==> src/pll_flex_cfg_map.vh <==
// Register offsets, field positions and reset values of the PLL enable and flexible pin configuration slice.
// Included by the register bank; holds definitions only.
`ifndef PLL_FLEX_CFG_MAP_VH
`define PLL_FLEX_CFG_MAP_VH

// Register offsets on the configuration port
`define PLL_ENABLE_WAKEUP_CFG_OFS 8'h10
`define FLEX_PIN_DIR_MUX_CFG_OFS 8'h18
`define PAD_RAIL_HOLDOVER_CFG_OFS 8'h19
`define NOTIFY_MASK_OFS 8'h08
`define NOTIFY_STICKY_OFS 8'h07

// Reset values
`define PLL_ENABLE_WAKEUP_CFG_RST 8'h00
`define FLEX_PIN_DIR_MUX_CFG_RST 8'h00
`define PAD_RAIL_HOLDOVER_CFG_RST 8'h00
`define NOTIFY_MASK_RST 8'hff
`define NOTIFY_STICKY_RST 8'h00

// Fields of the PLL enable register
`define WAKEUP_SEL_BIT 7
`define WAKEUP_MANUAL_N_BIT 6
`define SUPPLY_MSB 5
`define SUPPLY_LSB 4
`define PLL_EN_N_MSB 3
`define PLL_EN_N_LSB 0

// Supply encodings
`define SUPPLY_1V8 2'h0
`define SUPPLY_2V5 2'h1
`define SUPPLY_3V3 2'h2

// Fields of the flexible pin register
`define FLEX_ONE_DIR_BIT 7
`define FLEX_ONE_SEL_MSB 6
`define FLEX_ONE_SEL_LSB 4
`define FLEX_TWO_DIR_BIT 3
`define FLEX_TWO_SEL_MSB 2
`define FLEX_TWO_SEL_LSB 0

// Flexible pin selector codes
`define FSEL_ZERO 3'h0
`define FSEL_ALL_NOTIFY 3'h1
`define FSEL_PLL_NOTIFY 3'h2
`define FSEL_CLKMON_NOTIFY 3'h3
`define FSEL_CLKMON_LIVE 3'h4

// Fields of the pad rail and holdover register
`define RAIL_FIXED_BIT 7
`define HOLDOVER_MAP_BIT 6

`endif

==> src/pll_enable_and_flexio_config.v <==
// Three configuration registers: PLL enables and wake-up, flexible pin muxing, pad rail and holdover mapping.
// Also holds the PLL notification sticky bits and their masks that feed the pin mux.
// Assumes a byte-wide register port decoded upstream and notification inputs already on SYS_CLK.
//
// Notes on behaviour
// - bit 7 picks second manual wake-up control
// - bit 6 low selects manual wake-up sequence
// - supply code bits 5:4, 00/01/10 voltages
// - bits 3:0 enable PLLs A-D, low active
// - flex register bit 7 sets pin one direction
// - pin one selector bits 6:4, 000 zero
// - code 001 drives OR of all notifications
// - code 010 drives OR of PLL notifications
// - 011 input monitor OR, 100 live status
// - flex register bit 3 sets pin two direction
// - pin two selector bits 2:0, same codes
// - spare bit 7 fixes pad rail selection
// - spare bit 6 maps per-PLL forced holdover
// - PLL notifications sticky, mask zero suppresses
`timescale 1ns/10ps
`default_nettype none
`include "pll_flex_cfg_map.vh"

module pll_enable_and_flexio_config (
   // Clock and reset
   input wire SYS_CLK,
   input wire SYS_RST,
   // Register port
   input wire REG_WR,
   input wire REG_RD,
   input wire [7:0] REG_ADDR,
   input wire [7:0] REG_WDATA,
   output reg [7:0] REG_RDATA,
   // Wake-up and supply controls
   input wire MANUAL_WAKEUP_FIRST_N,
   input wire MANUAL_WAKEUP_SECOND_N,
   output reg MANUAL_WAKEUP_N,
   output reg MANUAL_WAKEUP_SEQ,
   output reg [1:0] DEFAULT_SUPPLY_CODE,
   output reg [3:0] PLL_EN_N,
   // Pad rail and holdover
   output reg PAD_RAIL_FIXED,
   output reg HOLDOVER_MAP_EN,
   // Notification sources
   input wire [3:0] PLL_LOSS_OF_LOCK,
   input wire [3:0] HOLDOVER_FREEZE_FLAG,
   input wire CLKMON_NOTIFY_ANY,
   input wire CLKMON_LIVE_STATUS,
   input wire [2:0] DEBUG_SIG,
   // Flexible pins
   input wire FLEX_PIN_ONE_IN,
   output reg FLEX_PIN_ONE_OUT,
   output reg FLEX_PIN_ONE_OE,
   input wire FLEX_PIN_TWO_IN,
   output reg FLEX_PIN_TWO_OUT,
   output reg FLEX_PIN_TWO_OE
);

   reg [7:0] pll_enable_wakeup_cfg_reg;
   reg [7:0] flex_pin_dir_mux_cfg_reg;
   reg [7:0] pad_rail_holdover_cfg_reg;
   reg [7:0] notify_mask_reg;
   reg [7:0] notify_sticky_reg;
   reg [7:0] notify_sticky_next;
   reg [7:0] pll_events_prev_reg;
   reg [1:0] pin_one_sync_reg;
   reg [1:0] pin_two_sync_reg;
   wire [7:0] pll_events;
   wire [7:0] pll_rise;
   wire pll_notify_any;
   wire all_notify_any;
   reg one_next;
   reg two_next;

   ////////////////////////////////////////////////////////////////////////////
   // Register writes and readback
   always @(posedge SYS_CLK or posedge SYS_RST) begin
      if (SYS_RST) begin
         pll_enable_wakeup_cfg_reg <= `PLL_ENABLE_WAKEUP_CFG_RST;
         flex_pin_dir_mux_cfg_reg <= `FLEX_PIN_DIR_MUX_CFG_RST;
         pad_rail_holdover_cfg_reg <= `PAD_RAIL_HOLDOVER_CFG_RST;
         notify_mask_reg <= `NOTIFY_MASK_RST;
         REG_RDATA <= 8'h00;
      end else begin
         if (REG_WR) begin
            case (REG_ADDR)
               `PLL_ENABLE_WAKEUP_CFG_OFS: pll_enable_wakeup_cfg_reg <= REG_WDATA;
               `FLEX_PIN_DIR_MUX_CFG_OFS: flex_pin_dir_mux_cfg_reg <= REG_WDATA;
               `PAD_RAIL_HOLDOVER_CFG_OFS: pad_rail_holdover_cfg_reg <= REG_WDATA;
               `NOTIFY_MASK_OFS: notify_mask_reg <= REG_WDATA;
               default: ;
            endcase
         end
         if (REG_RD) begin
            case (REG_ADDR)
               `PLL_ENABLE_WAKEUP_CFG_OFS: REG_RDATA <= pll_enable_wakeup_cfg_reg;
               `FLEX_PIN_DIR_MUX_CFG_OFS: REG_RDATA <= flex_pin_dir_mux_cfg_reg;
               `PAD_RAIL_HOLDOVER_CFG_OFS: REG_RDATA <= pad_rail_holdover_cfg_reg;
               `NOTIFY_MASK_OFS: REG_RDATA <= notify_mask_reg;
               `NOTIFY_STICKY_OFS: REG_RDATA <= notify_sticky_reg;
               default: REG_RDATA <= 8'h00;
            endcase
         end
      end
   end

   ////////////////////////////////////////////////////////////////////////////
   // PLL notification sticky bits, set on a rising event, cleared by writing 1
   assign pll_events = {HOLDOVER_FREEZE_FLAG, PLL_LOSS_OF_LOCK};
   assign pll_rise = pll_events & ~pll_events_prev_reg;

   genvar i;
   generate
      for (i = 0; i < 8; i = i + 1) begin : g_sticky
         // Set beats clear so an event in the clearing cycle survives
         always @* begin
            notify_sticky_next[i] = notify_sticky_reg[i];
            if (REG_WR && REG_ADDR == `NOTIFY_STICKY_OFS && REG_WDATA[i])
               notify_sticky_next[i] = 1'b0;
            if (pll_rise[i] && notify_mask_reg[i])
               notify_sticky_next[i] = 1'b1;
         end
      end
   endgenerate

   always @(posedge SYS_CLK or posedge SYS_RST) begin
      if (SYS_RST) begin
         notify_sticky_reg <= `NOTIFY_STICKY_RST;
         pll_events_prev_reg <= 8'h00;
      end else begin
         notify_sticky_reg <= notify_sticky_next;
         pll_events_prev_reg <= pll_events;
      end
   end

   assign pll_notify_any = |notify_sticky_reg;
   assign all_notify_any = pll_notify_any | CLKMON_NOTIFY_ANY;

   ////////////////////////////////////////////////////////////////////////////
   // Pin input synchronisers; pin one's sampled level is routed back to pin two's debug mux code 7
   always @(posedge SYS_CLK or posedge SYS_RST) begin
      if (SYS_RST) begin
         pin_one_sync_reg <= 2'h0;
         pin_two_sync_reg <= 2'h0;
      end else begin
         pin_one_sync_reg <= {pin_one_sync_reg[0], FLEX_PIN_ONE_IN};
         pin_two_sync_reg <= {pin_two_sync_reg[0], FLEX_PIN_TWO_IN};
      end
   end

   ////////////////////////////////////////////////////////////////////////////
   // Flexible pin muxes
   function mux_pick;
      input [2:0] sel;
      input all_n, pll_n, mon_n, live;
      input [2:0] dbg;
      begin
         case (sel)
            `FSEL_ZERO: mux_pick = 1'b0;
            `FSEL_ALL_NOTIFY: mux_pick = all_n;
            `FSEL_PLL_NOTIFY: mux_pick = pll_n;
            `FSEL_CLKMON_NOTIFY: mux_pick = mon_n;
            `FSEL_CLKMON_LIVE: mux_pick = live;
            3'h5: mux_pick = dbg[0];
            3'h6: mux_pick = dbg[1];
            default: mux_pick = dbg[2];
         endcase
      end
   endfunction

   always @* begin
      one_next = 1'b0;
      two_next = 1'b0;
      if (flex_pin_dir_mux_cfg_reg[`FLEX_ONE_DIR_BIT])
         one_next = mux_pick(flex_pin_dir_mux_cfg_reg[`FLEX_ONE_SEL_MSB:`FLEX_ONE_SEL_LSB],
            all_notify_any, pll_notify_any, CLKMON_NOTIFY_ANY, CLKMON_LIVE_STATUS, DEBUG_SIG);
      if (flex_pin_dir_mux_cfg_reg[`FLEX_TWO_DIR_BIT])
         two_next = mux_pick(flex_pin_dir_mux_cfg_reg[`FLEX_TWO_SEL_MSB:`FLEX_TWO_SEL_LSB],
            all_notify_any, pll_notify_any, CLKMON_NOTIFY_ANY, CLKMON_LIVE_STATUS,
            {pin_one_sync_reg[1], DEBUG_SIG[1:0]});
   end

   ////////////////////////////////////////////////////////////////////////////
   // Registered control outputs
   always @(posedge SYS_CLK or posedge SYS_RST) begin
      if (SYS_RST) begin
         MANUAL_WAKEUP_N <= 1'b1;
         MANUAL_WAKEUP_SEQ <= 1'b1;
         DEFAULT_SUPPLY_CODE <= `SUPPLY_1V8;
         PLL_EN_N <= 4'h0;
         PAD_RAIL_FIXED <= 1'b0;
         HOLDOVER_MAP_EN <= 1'b0;
         FLEX_PIN_ONE_OUT <= 1'b0;
         FLEX_PIN_ONE_OE <= 1'b0;
         FLEX_PIN_TWO_OUT <= 1'b0;
         FLEX_PIN_TWO_OE <= 1'b0;
      end else begin
         MANUAL_WAKEUP_N <= pll_enable_wakeup_cfg_reg[`WAKEUP_SEL_BIT] ?
            MANUAL_WAKEUP_SECOND_N : MANUAL_WAKEUP_FIRST_N;
         MANUAL_WAKEUP_SEQ <= ~pll_enable_wakeup_cfg_reg[`WAKEUP_MANUAL_N_BIT];
         DEFAULT_SUPPLY_CODE <= pll_enable_wakeup_cfg_reg[`SUPPLY_MSB:`SUPPLY_LSB];
         PLL_EN_N <= pll_enable_wakeup_cfg_reg[`PLL_EN_N_MSB:`PLL_EN_N_LSB];
         PAD_RAIL_FIXED <= pad_rail_holdover_cfg_reg[`RAIL_FIXED_BIT];
         HOLDOVER_MAP_EN <= pad_rail_holdover_cfg_reg[`HOLDOVER_MAP_BIT];
         FLEX_PIN_ONE_OUT <= one_next;
         FLEX_PIN_ONE_OE <= flex_pin_dir_mux_cfg_reg[`FLEX_ONE_DIR_BIT];
         FLEX_PIN_TWO_OUT <= two_next;
         FLEX_PIN_TWO_OE <= flex_pin_dir_mux_cfg_reg[`FLEX_TWO_DIR_BIT];
      end
   end

endmodule // pll_enable_and_flexio_config
`default_nettype wire

==> config.mk <==
export PLATFORM = sky130hd
export DESIGN_NAME = pll_enable_and_flexio_config
export DESIGN_NICKNAME = d
export VERILOG_FILES = /design/src/pll_enable_and_flexio_config.v
export VERILOG_INCLUDE_DIRS = /design/src
export SDC_FILE = /design/constraint.sdc
export NUM_CORES = 1
export LEC_CHECK = 0
export BUFFER_PORTS_ARGS = -buffer_cell sky130_fd_sc_hd__buf_4
export CAP_MARGIN = 20
export CORE_ASPECT_RATIO = 0.6
export CORE_UTILIZATION = 40
export DETAILED_ROUTE_END_ITERATION = 7
export HOLD_SLACK_MARGIN = 0.02
export PLACE_DENSITY = 0.7
export SLEW_MARGIN = 20
export SYNTH_ARGS = -nofsm -noshare
export SYNTH_HDL_FRONTEND = slang
export SYNTH_SLANG_ARGS = --single-unit
==> constraint.sdc <==
create_clock -name SYS_CLK -period 6.4 [get_ports SYS_CLK]
set_input_delay 1.28 -clock SYS_CLK [delete_from_list [all_inputs] [get_ports SYS_CLK]]
set_output_delay 1.28 -clock SYS_CLK [all_outputs]
set_load 0.02 [all_outputs]
==> results_dict.tcl, run 1 <==
set metrics [dict create \
    irDropWorstVdd_mv 0.1664 \
    ioPinCount 59 \
    ys_seq_elements 72 \
    drc 0 \
    outcome "finished clean" \
    finalCoreUtilization_pct 53.12 \
    yosysUniqueCellTypes 32 \
    clock-sinks 72 \
    synth-edff-count 0 \
    cts_tree "built" \
    cts-hold-fix-buffers 0 \
    cp_max_fo 13 \
    nets 326 \
    antenna_found_initial 0 \
    worst_pin_slew_ns 0.8932 \
    power_density_nw_per_um2 293.7 \
    die-width_um 114.5 \
    crit_type "input port to register" \
    grt_start_max_net_pins 73 \
    layout-drive-gt1-share_pct 43.20 \
    start_kind "input port" \
    power.leakage_nw 1.838 \
    post_cts_buffers 0 \
    areaGrowthSynthToFinish_pct 27.70 \
    seq_area_frac_synth_pct 59.77 \
    numCtsBuffers 9 \
    vias 2065 \
    clockBufferDepth 2 \
    firstDrtPassIters 4 \
    initial_core_util_pct 41.60 \
    post-dp-hpwl_um 4751 \
    cp-startpoint "REG_ADDR[3]" \
    antennaDiodeCount 0 \
    cp.required_ns 6.62 \
    fp.dieH_um 69.48 \
    clock_skew_ns 0.003944 \
    rows 24 \
    track_usage_pct 18.39 \
    slew_viol_final 0 \
    yosys_warnings 0 \
    nFillCells 640 \
    rsz0062_at_grt "no" \
    viasPerCell 5.188 \
    gr-total-overflow 0 \
    portBuffers 57 \
    setup-violations-final 0 \
    setup_tns_ns 0 \
    grt_pass1_wl_um 10770 \
    clockRootBuffer "clkbuf_16" \
    coreArea_um2 7297 \
    worstPathArrival_ns 2.76 \
    antenna_left 0 \
    avgRoutedWirePerCell_um 16.41 \
    hold_violations 0 \
    drtIter0Drc 140 \
    postCtsResizedCells 0 \
    syn_inst 230 \
    async_flop_share_pct 100.0 \
    maxClockFrequency_ghz 0.3930 \
    place_congestion 0.7541 \
    synthFlopType "dfrtp_1" \
    hp-start "pin_one_sync_reg[0]" \
    clk_pin_slew_ns 0.05 \
    htree_levels 3 \
    min_path_type "register to register" \
    period_minus_slack_ns 2.545 \
    dieArea_um2 7952 \
    cap_viol_max_count 0 \
    period_share_pct 39.76 \
    syn_avg_cell_area_um2 13.20 \
    grt_pass1_vias 2090 \
    synth_area_um2 3035 \
    clkLatencyLatePin_ns 0.33 \
    r2r_start "notify_sticky_reg[7]" \
    slew_headroom_pct 40.45 \
    finalPower_mw 1.138 \
    cp-end-kind "register" \
    synth_fp_nets 267 \
    drt_wl_total_um 6530 \
]
through the flow:
stage / std cells / hold WS [ns] / instance area (um2) / worst slack [ns]
3_5_place_dp: 382 / 0.3440 / 3557 / 3.538
3_3_place_gp: 382 / 0.3352 / 3557 / 3.553
2_1_floorplan: 230 / 0.3312 / 3035 / 3.312
4_1_cts: 398 / 0.3603 / 3876 / 3.874
5_1_grt: 398 / 0.3631 / 3876 / 3.750
6_report: 398 / 0.3558 / 3876 / 3.855
power by group:
part           switching (mW)  leakage, nW  internal (mW)
Combinational          0.0523        0.747         0.0533
Sequential             0.0242        0.932          0.489
Clock                   0.177        0.159          0.343
Total                   0.253         1.84          0.885
critical path, stage by stage:
cell	delay, ns
buf_4	0.18
and4b_1	0.51
and3_1	0.47
nand2_1	0.10
a32o_1	0.22
metal layers:
layer  part of all wire, %  up-vias  track usage (%)
li1                      -      956                -
met1                    51     1043            26.17
met2                    41       57            25.86
met3                   6.6        9            6.556
met4                   1.4        0            6.494
met5                     0        -                0
final timing paths:
kind / end / slack [ns] / cells past startpoint
min in group asynchronous: flex_pin_dir_mux_cfg_reg[4] / 1.22 / 3
max: notify_sticky_reg[7] / 3.86 / 5
max in group asynchronous: flex_pin_dir_mux_cfg_reg[0] / 4.61 / 3
min: pin_one_sync_reg[1] / 0.36 / 0
min reg2reg: pin_one_sync_reg[1] / 0.36 / 0
max reg2reg: FLEX_PIN_TWO_OUT / 4.71 / 4
placed cells by master, fill, tap and decap left out, types with 9 or more instances in the layout:
cell	netlist	routed
dfrtp_1	62	62
dfstp_2	10	10
clkbuf_16	0	9
nand2_1	12	12
a21oi_1	10	10
nor2_1	10	10
buf_4	0	58
inv_1	12	11
mux2i_1	10	10
mux2_2	35	35
kinds of logic (layout without fill, tap and decap cells):
kind of cell	count (synthesis)	after routing	synth area share [%]
mux	45	45	16.28
compound gates	40	40	9.976
flops	72	72	59.77
simple gates	51	51	11.05
buf+inv	22	86	2.926
area by class of cell:
type                       instances  area (um2)  share of cell area, %
clock inverter                     2       35.03                 0.9038
inverter                          12       45.04                  1.162
timing repair buffer              58       435.4                  11.23
multi-input combinational        136        1132                  29.21
tap                              104       130.1                  3.357
clock buffer                      14       284.0                  7.327
sequential                        72        1814                  46.80
Yosys cell counts (2+ instances only):
cell type,count,area [um2]
a21oi_1,10,50.05
a22o_1,2,17.52
a22oi_1,6,45.04
a32o_1,8,80.08
and3_1,2,12.51
buf_2,4,20.02
clkbuf_1,5,18.77
dfrtp_1,62,1551
dfstp_2,10,262.8
inv_1,12,45.04
mux2_2,35,394.1
mux2i_1,10,100.1
nand2_1,12,45.04
nand2b_1,8,50.05
nand3_1,2,10.01
nand3_2,2,20.02
nor2_1,10,37.54
nor2b_1,2,12.51
nor3_1,4,20.02
o21ai_0,4,20.02
o221ai_1,8,70.07
o311a_1,2,20.02
(Power assumes the default switching activity.)
==> inputs of run 2 (changes only) <==
--- a/config.mk
+++ b/config.mk
@@ -6,6 +6,7 @@
 export SDC_FILE = /design/constraint.sdc
 export NUM_CORES = 1
 export LEC_CHECK = 0
+export ABC_AREA = 1
 export BUFFER_PORTS_ARGS = -buffer_cell sky130_fd_sc_hd__buf_4
 export CAP_MARGIN = 20
 export CORE_ASPECT_RATIO = 0.6
==> constraint.sdc (replaced) <==
create_clock -name SYS_CLK -period 2.6 [get_ports SYS_CLK]
set_input_delay 0.52 -clock SYS_CLK [delete_from_list [all_inputs] [get_ports SYS_CLK]]
set_output_delay 0.52 -clock SYS_CLK [all_outputs]
set_load 0.02 [all_outputs]
==> run 2 against run 1 <==
  * Die area up 6.1%
  * Count of clock-buffer cells in the layout decreased by 1
  * Total power rose by 140%
  * Sequential power increased to 2.5 times the previous value
  * Non-clock buffer count stayed put
  * Clock skew up 0.0013 ns
  * Critical path depth grew 3
  * Utilization decreased by 0.20 points
  * Global-route usage rose by 0.94 points
  * Cell count up 30%
  * Register-to-register slack got worse by 3.4 ns
  * Highest routed layer unchanged
==> results_dict.tcl, run 2 <==
set metrics [dict create \
    outcome "finished clean" \
    layout-drive-gt1-share_pct 25.30 \
    grt_pass1_wl_um 12070 \
    vias 2537 \
    synth_fp_nets 387 \
    p_switching_mw 0.6879 \
    grt_pass1_vias 2313 \
    clkLatencyLatePin_ns 0.33 \
    drtIter0Drc 194 \
    clock_skew_ns 0.005202 \
    period_minus_slack_ns 1.579 \
    r2r_cells 6 \
    areaGrowthSynthToFinish_pct 23.71 \
    syn_avg_cell_area_um2 9.212 \
    track_usage_pct 19.33 \
    viasPerCell 4.888 \
    hold_violations 0 \
    rows 24 \
    maxClockFrequency_ghz 0.6332 \
    synth_top_area_share_pct 48.12 \
    layout_common_cells "nand2_1 (75), dfrtp_1 (62), buf_4 (57)" \
    antennaDiodeCount 0 \
    ys_seq_elements 72 \
    fp.dieH_um 71.55 \
    cp.required_ns 2.82 \
    combPwrFrac_pct 11.6 \
    clockRootBuffer "clkbuf_16" \
    r2r-end "FLEX_PIN_ONE_OUT" \
    switching_share_pct 25.40 \
    setup-violations-final 0 \
    setup_tns_ns 0 \
    avgRoutedWirePerCell_um 14.12 \
    worst_pin_slew_ns 0.5509 \
    drc 0 \
    cap_viol_max_count 0 \
    path_cells "buf_4 -> inv_2 -> nand2_2 -> nor2_4 -> nand2_4 -> nor2_8 -> nand2_1 -> o21a_1" \
    ff2ff_setup_slack_ns 1.29 \
    firstDrtPassIters 4 \
    coreArea_um2 7537 \
    synth_top_cell_by_area "dfrtp_1" \
    grt_start_max_net_pins 73 \
    critPathBufInv 2 \
    synthFlopType "dfrtp_1" \
    clock-sinks 72 \
    syn_inst 350 \
    irDropWorstVdd_mv 0.4001 \
    die-width_um 117.9 \
    slew_viol_final 0 \
    ys_top_cells_by_count "nand2_1 (75), dfrtp_1 (62), nor2_1 (37), nand3_1 (32), inv_1 (29)" \
    ioPinCount 59 \
    period_share_pct 60.74 \
    post-dp-hpwl_um 5465 \
    place_congestion 0.8129 \
    fin_area_um2 3989 \
    initial_core_util_pct 42.78 \
    synth.most_common_cell "nand2_1" \
    crit_type "input port to register" \
    postCtsResizedCells 0 \
    min_path_type "input port to asynchronous set/reset pin" \
    clockBufferDepth 2 \
    worstPathArrival_ns 1.80 \
    power.leakage_nw 2.004 \
    antenna_found_initial 0 \
    yosys-top-cells-area "dfrtp_1 (48%), nand2_1 (8.7%), dfstp_2 (8.1%)" \
    final_common_cell "nand2_1" \
    slowest_delay_ns 0.44 \
    cp-end-kind "register" \
    synth-edff-count 0 \
    gr-total-overflow 0 \
    htree_levels 3 \
    dieArea_um2 8436 \
    numCtsBuffers 9 \
    path_delay_family "simple AND/OR/NAND/NOR gates" \
    internal_power_mw 2.020 \
    post_cts_buffers 0 \
    cp_max_fo 20 \
    antenna_left 0 \
    slowest_stage "nor2_4" \
    async_flop_share_pct 100.0 \
    yosys_warnings 0 \
    rsz0062_at_grt "no" \
    portBuffers 57 \
    clkPwrFrac_pct 40.9 \
    placed_area_um2 3721 \
    clk_pin_slew_ns 0.05 \
    cts_tree "built" \
    sequentialPowerShare_pct 47.6 \
    start_kind "input port" \
    slew_headroom_pct 63.18 \
    r2r_start "notify_sticky_reg[5]" \
    yosysUniqueCellTypes 25 \
    cts-hold-fix-buffers 0 \
    nets 447 \
    synth_area_um2 3224 \
    power_density_nw_per_um2 678.8 \
    drt_wl_total_um 7327 \
    seq_area_frac_synth_pct 56.27 \
]
==> run 2: changes by cell type after synthesis, sizes merged, moves of 10 or more <==
| cell | previous run | this run |
|---|---|---|
| o21ai | 4 | 40 |
| o21a | 0 | 10 |
| mux2 | 35 | 0 |
| nand3 | 5 | 35 |
| nand2 | 12 | 80 |
| mux2i | 10 | 0 |
| inv | 12 | 36 |
| nor2 | 11 | 45 |
==> run 2: cell type report <==
type / instances / area, um2
Clock buffer: 13 / 250.2
Clock inverter: 3 / 17.52
Fill cell: 689 / 3548
Inverter: 36 / 135.1
Multi-Input combinational cell: 233 / 1194
Sequential cell: 72 / 1814
Tap cell: 104 / 130.1
Timing Repair Buffer: 58 / 447.9
==> run 2: kinds of logic after synthesis <==
group / count (synthesis) / synth area share [%]
AOI/OAI and AO/OA: 65 / 11.25
and+or+nand+nor: 168 / 25.77
buffers and inverters: 45 / 6.713
DFF: 72 / 56.27
==> run 2: routing by layer <==
| layer | part of all wire, % | routed length [um] | track usage [%] | vias up |
|---|---|---|---|---|
| met5 | 0 | 0 | 0 | - |
| met3 | 8.1 | 592 | 6.608 | 7 |
| met4 | 1.1 | 78 | 6.268 | 0 |
| met1 | 49 | 3601 | 27.78 | 1185 |
| met2 | 42 | 3055 | 27.25 | 88 |
| li1 | - | - | - | 1257 |
==> run 2: metrics by stage <==
step | util, % | cells | worst slack (ns) | hold WS [ns] | power (mW)
floorplan | - | 350 | 0.2716 | 0.3312 | 1.475
global placement | 49.37 | 503 | 0.7228 | 0.3369 | 1.608
detailed placement | 49.37 | 503 | 0.6781 | 0.3355 | 1.621
CTS | 52.92 | 519 | 1.028 | 0.2819 | 2.740
global route | 52.92 | 519 | 0.8940 | 0.2780 | 2.837
finish | 52.92 | 519 | 1.021 | 0.2686 | 2.708
==> run 2: worst max-delay path by stage <==
stage,from,end,cells past startpoint
floorplan,SYS_RST,DEFAULT_SUPPLY_CODE[0],1
global placement,REG_ADDR[6],flex_pin_dir_mux_cfg_reg[7],8
detailed placement,REG_ADDR[6],flex_pin_dir_mux_cfg_reg[7],8
CTS,REG_ADDR[6],flex_pin_dir_mux_cfg_reg[7],8
global route,REG_ADDR[6],flex_pin_dir_mux_cfg_reg[7],8
finish,REG_ADDR[6],flex_pin_dir_mux_cfg_reg[7],8
==> run 2: power by group through the flow <==
stage	clock, mW	combinational (mW)	sequential [mW]
floorplan	0	0.163	1.31
global placement	0	0.305	1.30
detailed placement	0	0.315	1.31
CTS	1.14	0.316	1.29
global route	1.18	0.353	1.30
finish	1.11	0.313	1.29
==> run 2: worst reg2reg max path, stage by stage (launching register included) <==
cell and delay (ns):
dfrtp_1 0.40, nor2_1 0.12, nand2_1 0.07, nor2_1 0.24, nand2_1 0.13, a21oi_1 0.16
nor2_1 0.07
==> inputs of run 3 (changes only) <==
--- a/config.mk
+++ b/config.mk
@@ -6,7 +6,7 @@
 export SDC_FILE = /design/constraint.sdc
 export NUM_CORES = 1
 export LEC_CHECK = 0
-export ABC_AREA = 1
+export ABC_AREA = 0
 export BUFFER_PORTS_ARGS = -buffer_cell sky130_fd_sc_hd__buf_4
 export CAP_MARGIN = 20
 export CORE_ASPECT_RATIO = 0.6
==> constraint.sdc (replaced) <==
create_clock -name SYS_CLK -period 1.65 [get_ports SYS_CLK]
set_input_delay 0.33 -clock SYS_CLK [delete_from_list [all_inputs] [get_ports SYS_CLK]]
set_output_delay 0.33 -clock SYS_CLK [all_outputs]
set_load 0.02 [all_outputs]
==> run 3 against run 2 <==
  * Count of clock-buffer cells in the layout is 2 lower
  * Hold slack lost 0.17 ns
  * Routed wire length fell by 7.3%
  * Global-route usage grew 0.62 points
  * Sequential share of layout area is essentially flat
  * Largest power group unchanged
  * Total power rose by 58%
  * Clock power up 59%
  * Final area is essentially flat
  * Worst setup slack got worse by 1.0 ns
  * Critical path depth is 4 lower
  * Clock skew about the same
  * Die area fell by 5.7%
  * Largest cell class unchanged
==> results_dict.tcl, run 3 (synthesis results as in run 1) <==
set metrics [dict create \
    clkPwrFrac_pct 41.3 \
    layout-drive-gt1-share_pct 46.93 \
    finalCoreUtilization_pct 54.72 \
    sequentialPowerShare_pct 46.4 \
    firstDrtPassIters 4 \
    clock-sinks 72 \
    outcome "finished clean" \
    pre_cts_ws_ns -0.08728 \
    dr_wl_met3_um 365 \
    grt_pass1_wl_um 11630 \
    cts_tree "built" \
    topRoutingLayerUsed "met4" \
    drt_wl_total_um 6791 \
    avgRoutedWirePerCell_um 16.44 \
    cts-hold-fix-buffers 0 \
    coreArea_um2 7297 \
    slew_headroom_pct 75.19 \
    die-width_um 114.5 \
    r2r_cells 4 \
    fp.dieH_um 69.48 \
    dieArea_um2 7952 \
    clock_skew_ns 0.005291 \
    combPwrFrac_pct 12.3 \
    place_congestion 0.7543 \
    numCtsBuffers 9 \
    internal_power_mw 3.230 \
    start_kind "register" \
    track_usage_pct 19.94 \
    grt_pass1_vias 2268 \
    r2r-end "FLEX_PIN_TWO_OUT" \
    gr-total-overflow 0 \
    vias 2084 \
    drtIter0Drc 112 \
    setup_ws_ns 0.02530 \
    initial_core_util_pct 41.60 \
    met1_length_um 3465 \
    antennaDiodeCount 0 \
    slew_viol_final 0 \
    layout_common_cells "buf_4 (71), dfrtp_1 (62), mux2_2 (35)" \
    post-dp-hpwl_um 4844 \
    met2_length_um 2905 \
    maxClockFrequency_ghz 0.6155 \
    worstPathArrival_ns 1.84 \
    grt_start_max_net_pins 73 \
    path_cells "or4_4 -> nor2_4 -> nor3_2 -> o311a_1" \
    rows 24 \
    switching_share_pct 24.28 \
    p_switching_mw 1.035 \
    crit_type "register to register" \
    ioPinCount 59 \
    nets 341 \
    htree_levels 3 \
    period_share_pct 98.47 \
    hold_violations 0 \
    power_density_nw_per_um2 1068 \
    clockBufferDepth 2 \
    ff2ff_setup_slack_ns 0.03 \
    clk_pin_slew_ns 0.06 \
    r2r_start "notify_sticky_reg[6]" \
    power.leakage_nw 1.902 \
    cp.depth 4 \
    areaGrowthSynthToFinish_pct 31.53 \
    setup-violations-final 0 \
    critPathBufInv 0 \
    period_minus_slack_ns 1.625 \
    rsz0062_at_grt "yes" \
    clkLatencyLatePin_ns 0.33 \
    min_path_type "input port to asynchronous set/reset pin" \
    irDropWorstVdd_mv 0.4829 \
    cp_max_fo 2 \
    path_delay_family "simple AND/OR/NAND/NOR gates" \
    drc 0 \
    antenna_left 0 \
    viasPerCell 5.046 \
    slowest_stage "or4_4" \
    slowest_delay_ns 0.56 \
    clockRootBuffer "clkbuf_16" \
    final_common_cell "buf_4" \
    worst_pin_slew_ns 0.3721 \
    portBuffers 57 \
    cp.required_ns 1.86 \
    cp-end-kind "register" \
    antenna_found_initial 0 \
    cap_viol_max_count 0 \
]
-- run 3: changes by cell type in the layout (fill, tap and decap cells not counted), moves of 17 or more --
| cell | before | now |
|---|---|---|
| nor2_1 | 37 | 10 |
| inv_1 | 28 | 11 |
| nand3_1 | 32 | 2 |
| o21ai_1 | 22 | 0 |
| mux2_2 | 0 | 35 |
| nand2_1 | 75 | 12 |
-- run 3: cell type report --
type | count | area, um2
clock buffers | 11 | 242.7
flip-flops and latches | 72 | 1814
well taps | 104 | 130.1
clock inverters | 5 | 32.53
multi-input cells | 136 | 1151
inverters | 12 | 48.80
fillers | 627 | 3304
repair buffers | 73 | 573.1
-- run 3: routing by layer --
layer  vias up  GRT usage [%]
li1        988              -
met1      1034          28.47
met2        54          28.42
met3         8          7.605
met4         0          5.195
met5         -              0
-- run 3: power by group through the flow --
| stage | Sequential (mW) | Clock [mW] | Combinational, mW |
|---|---|---|---|
| floorplan | 2.00 | 0 | 0.234 |
| global placement | 2.00 | 0 | 0.488 |
| detailed placement | 2.00 | 0 | 0.500 |
| CTS | 1.98 | 1.82 | 0.524 |
| global route | 1.99 | 1.89 | 0.581 |
| finish | 1.98 | 1.76 | 0.525 |
-- run 3: repair_timing --
action                                  CTS  global route
endpoints found under the setup margin    2             2
pin swaps                                 0             3
resized for setup                         2             2
setup buffers                             0             0
-- run 3: worst register-to-register path, cell delays in order (launching register included) --
cell and delay (ns):
dfrtp_1 0.39, or4_4 0.56, nor2_4 0.15, nor3_2 0.05
o311a_1 0.36
-- run 3: how the worst max path moves through the flow --
| stage | slack (ns) | startpoint | to |
|---|---|---|---|
| global placement | -0.03 | REG_ADDR[5] | pll_enable_wakeup_cfg_reg[5] |
| finish | 0.03 | notify_sticky_reg[6] | FLEX_PIN_TWO_OUT |
| global route | -0.03 | notify_sticky_reg[7] | FLEX_PIN_TWO_OUT |
| CTS | -0.00007 | notify_sticky_reg[3] | FLEX_PIN_TWO_OUT |
| detailed placement | -0.09 | REG_ADDR[5] | pll_enable_wakeup_cfg_reg[2] |
| floorplan | 0.12 | notify_sticky_reg[3] | FLEX_PIN_ONE_OUT |
-- run 3: through the flow --
step / hold slack (ns) / cells / power (mW) / instance area, um2 / setup TNS, ns
2_1_floorplan: 0.3312 / 230 / 2.232 / 3039 / 0
3_3_place_gp: 0.3356 / 397 / 2.485 / 3699 / -0.2530
3_5_place_dp: 0.3347 / 397 / 2.502 / 3699 / -1.098
4_1_cts: 0.08655 / 413 / 4.318 / 3983 / -0.00006861
5_1_grt: 0.08910 / 413 / 4.461 / 3993 / -0.03276
6_report: 0.09896 / 413 / 4.265 / 3993 / 0
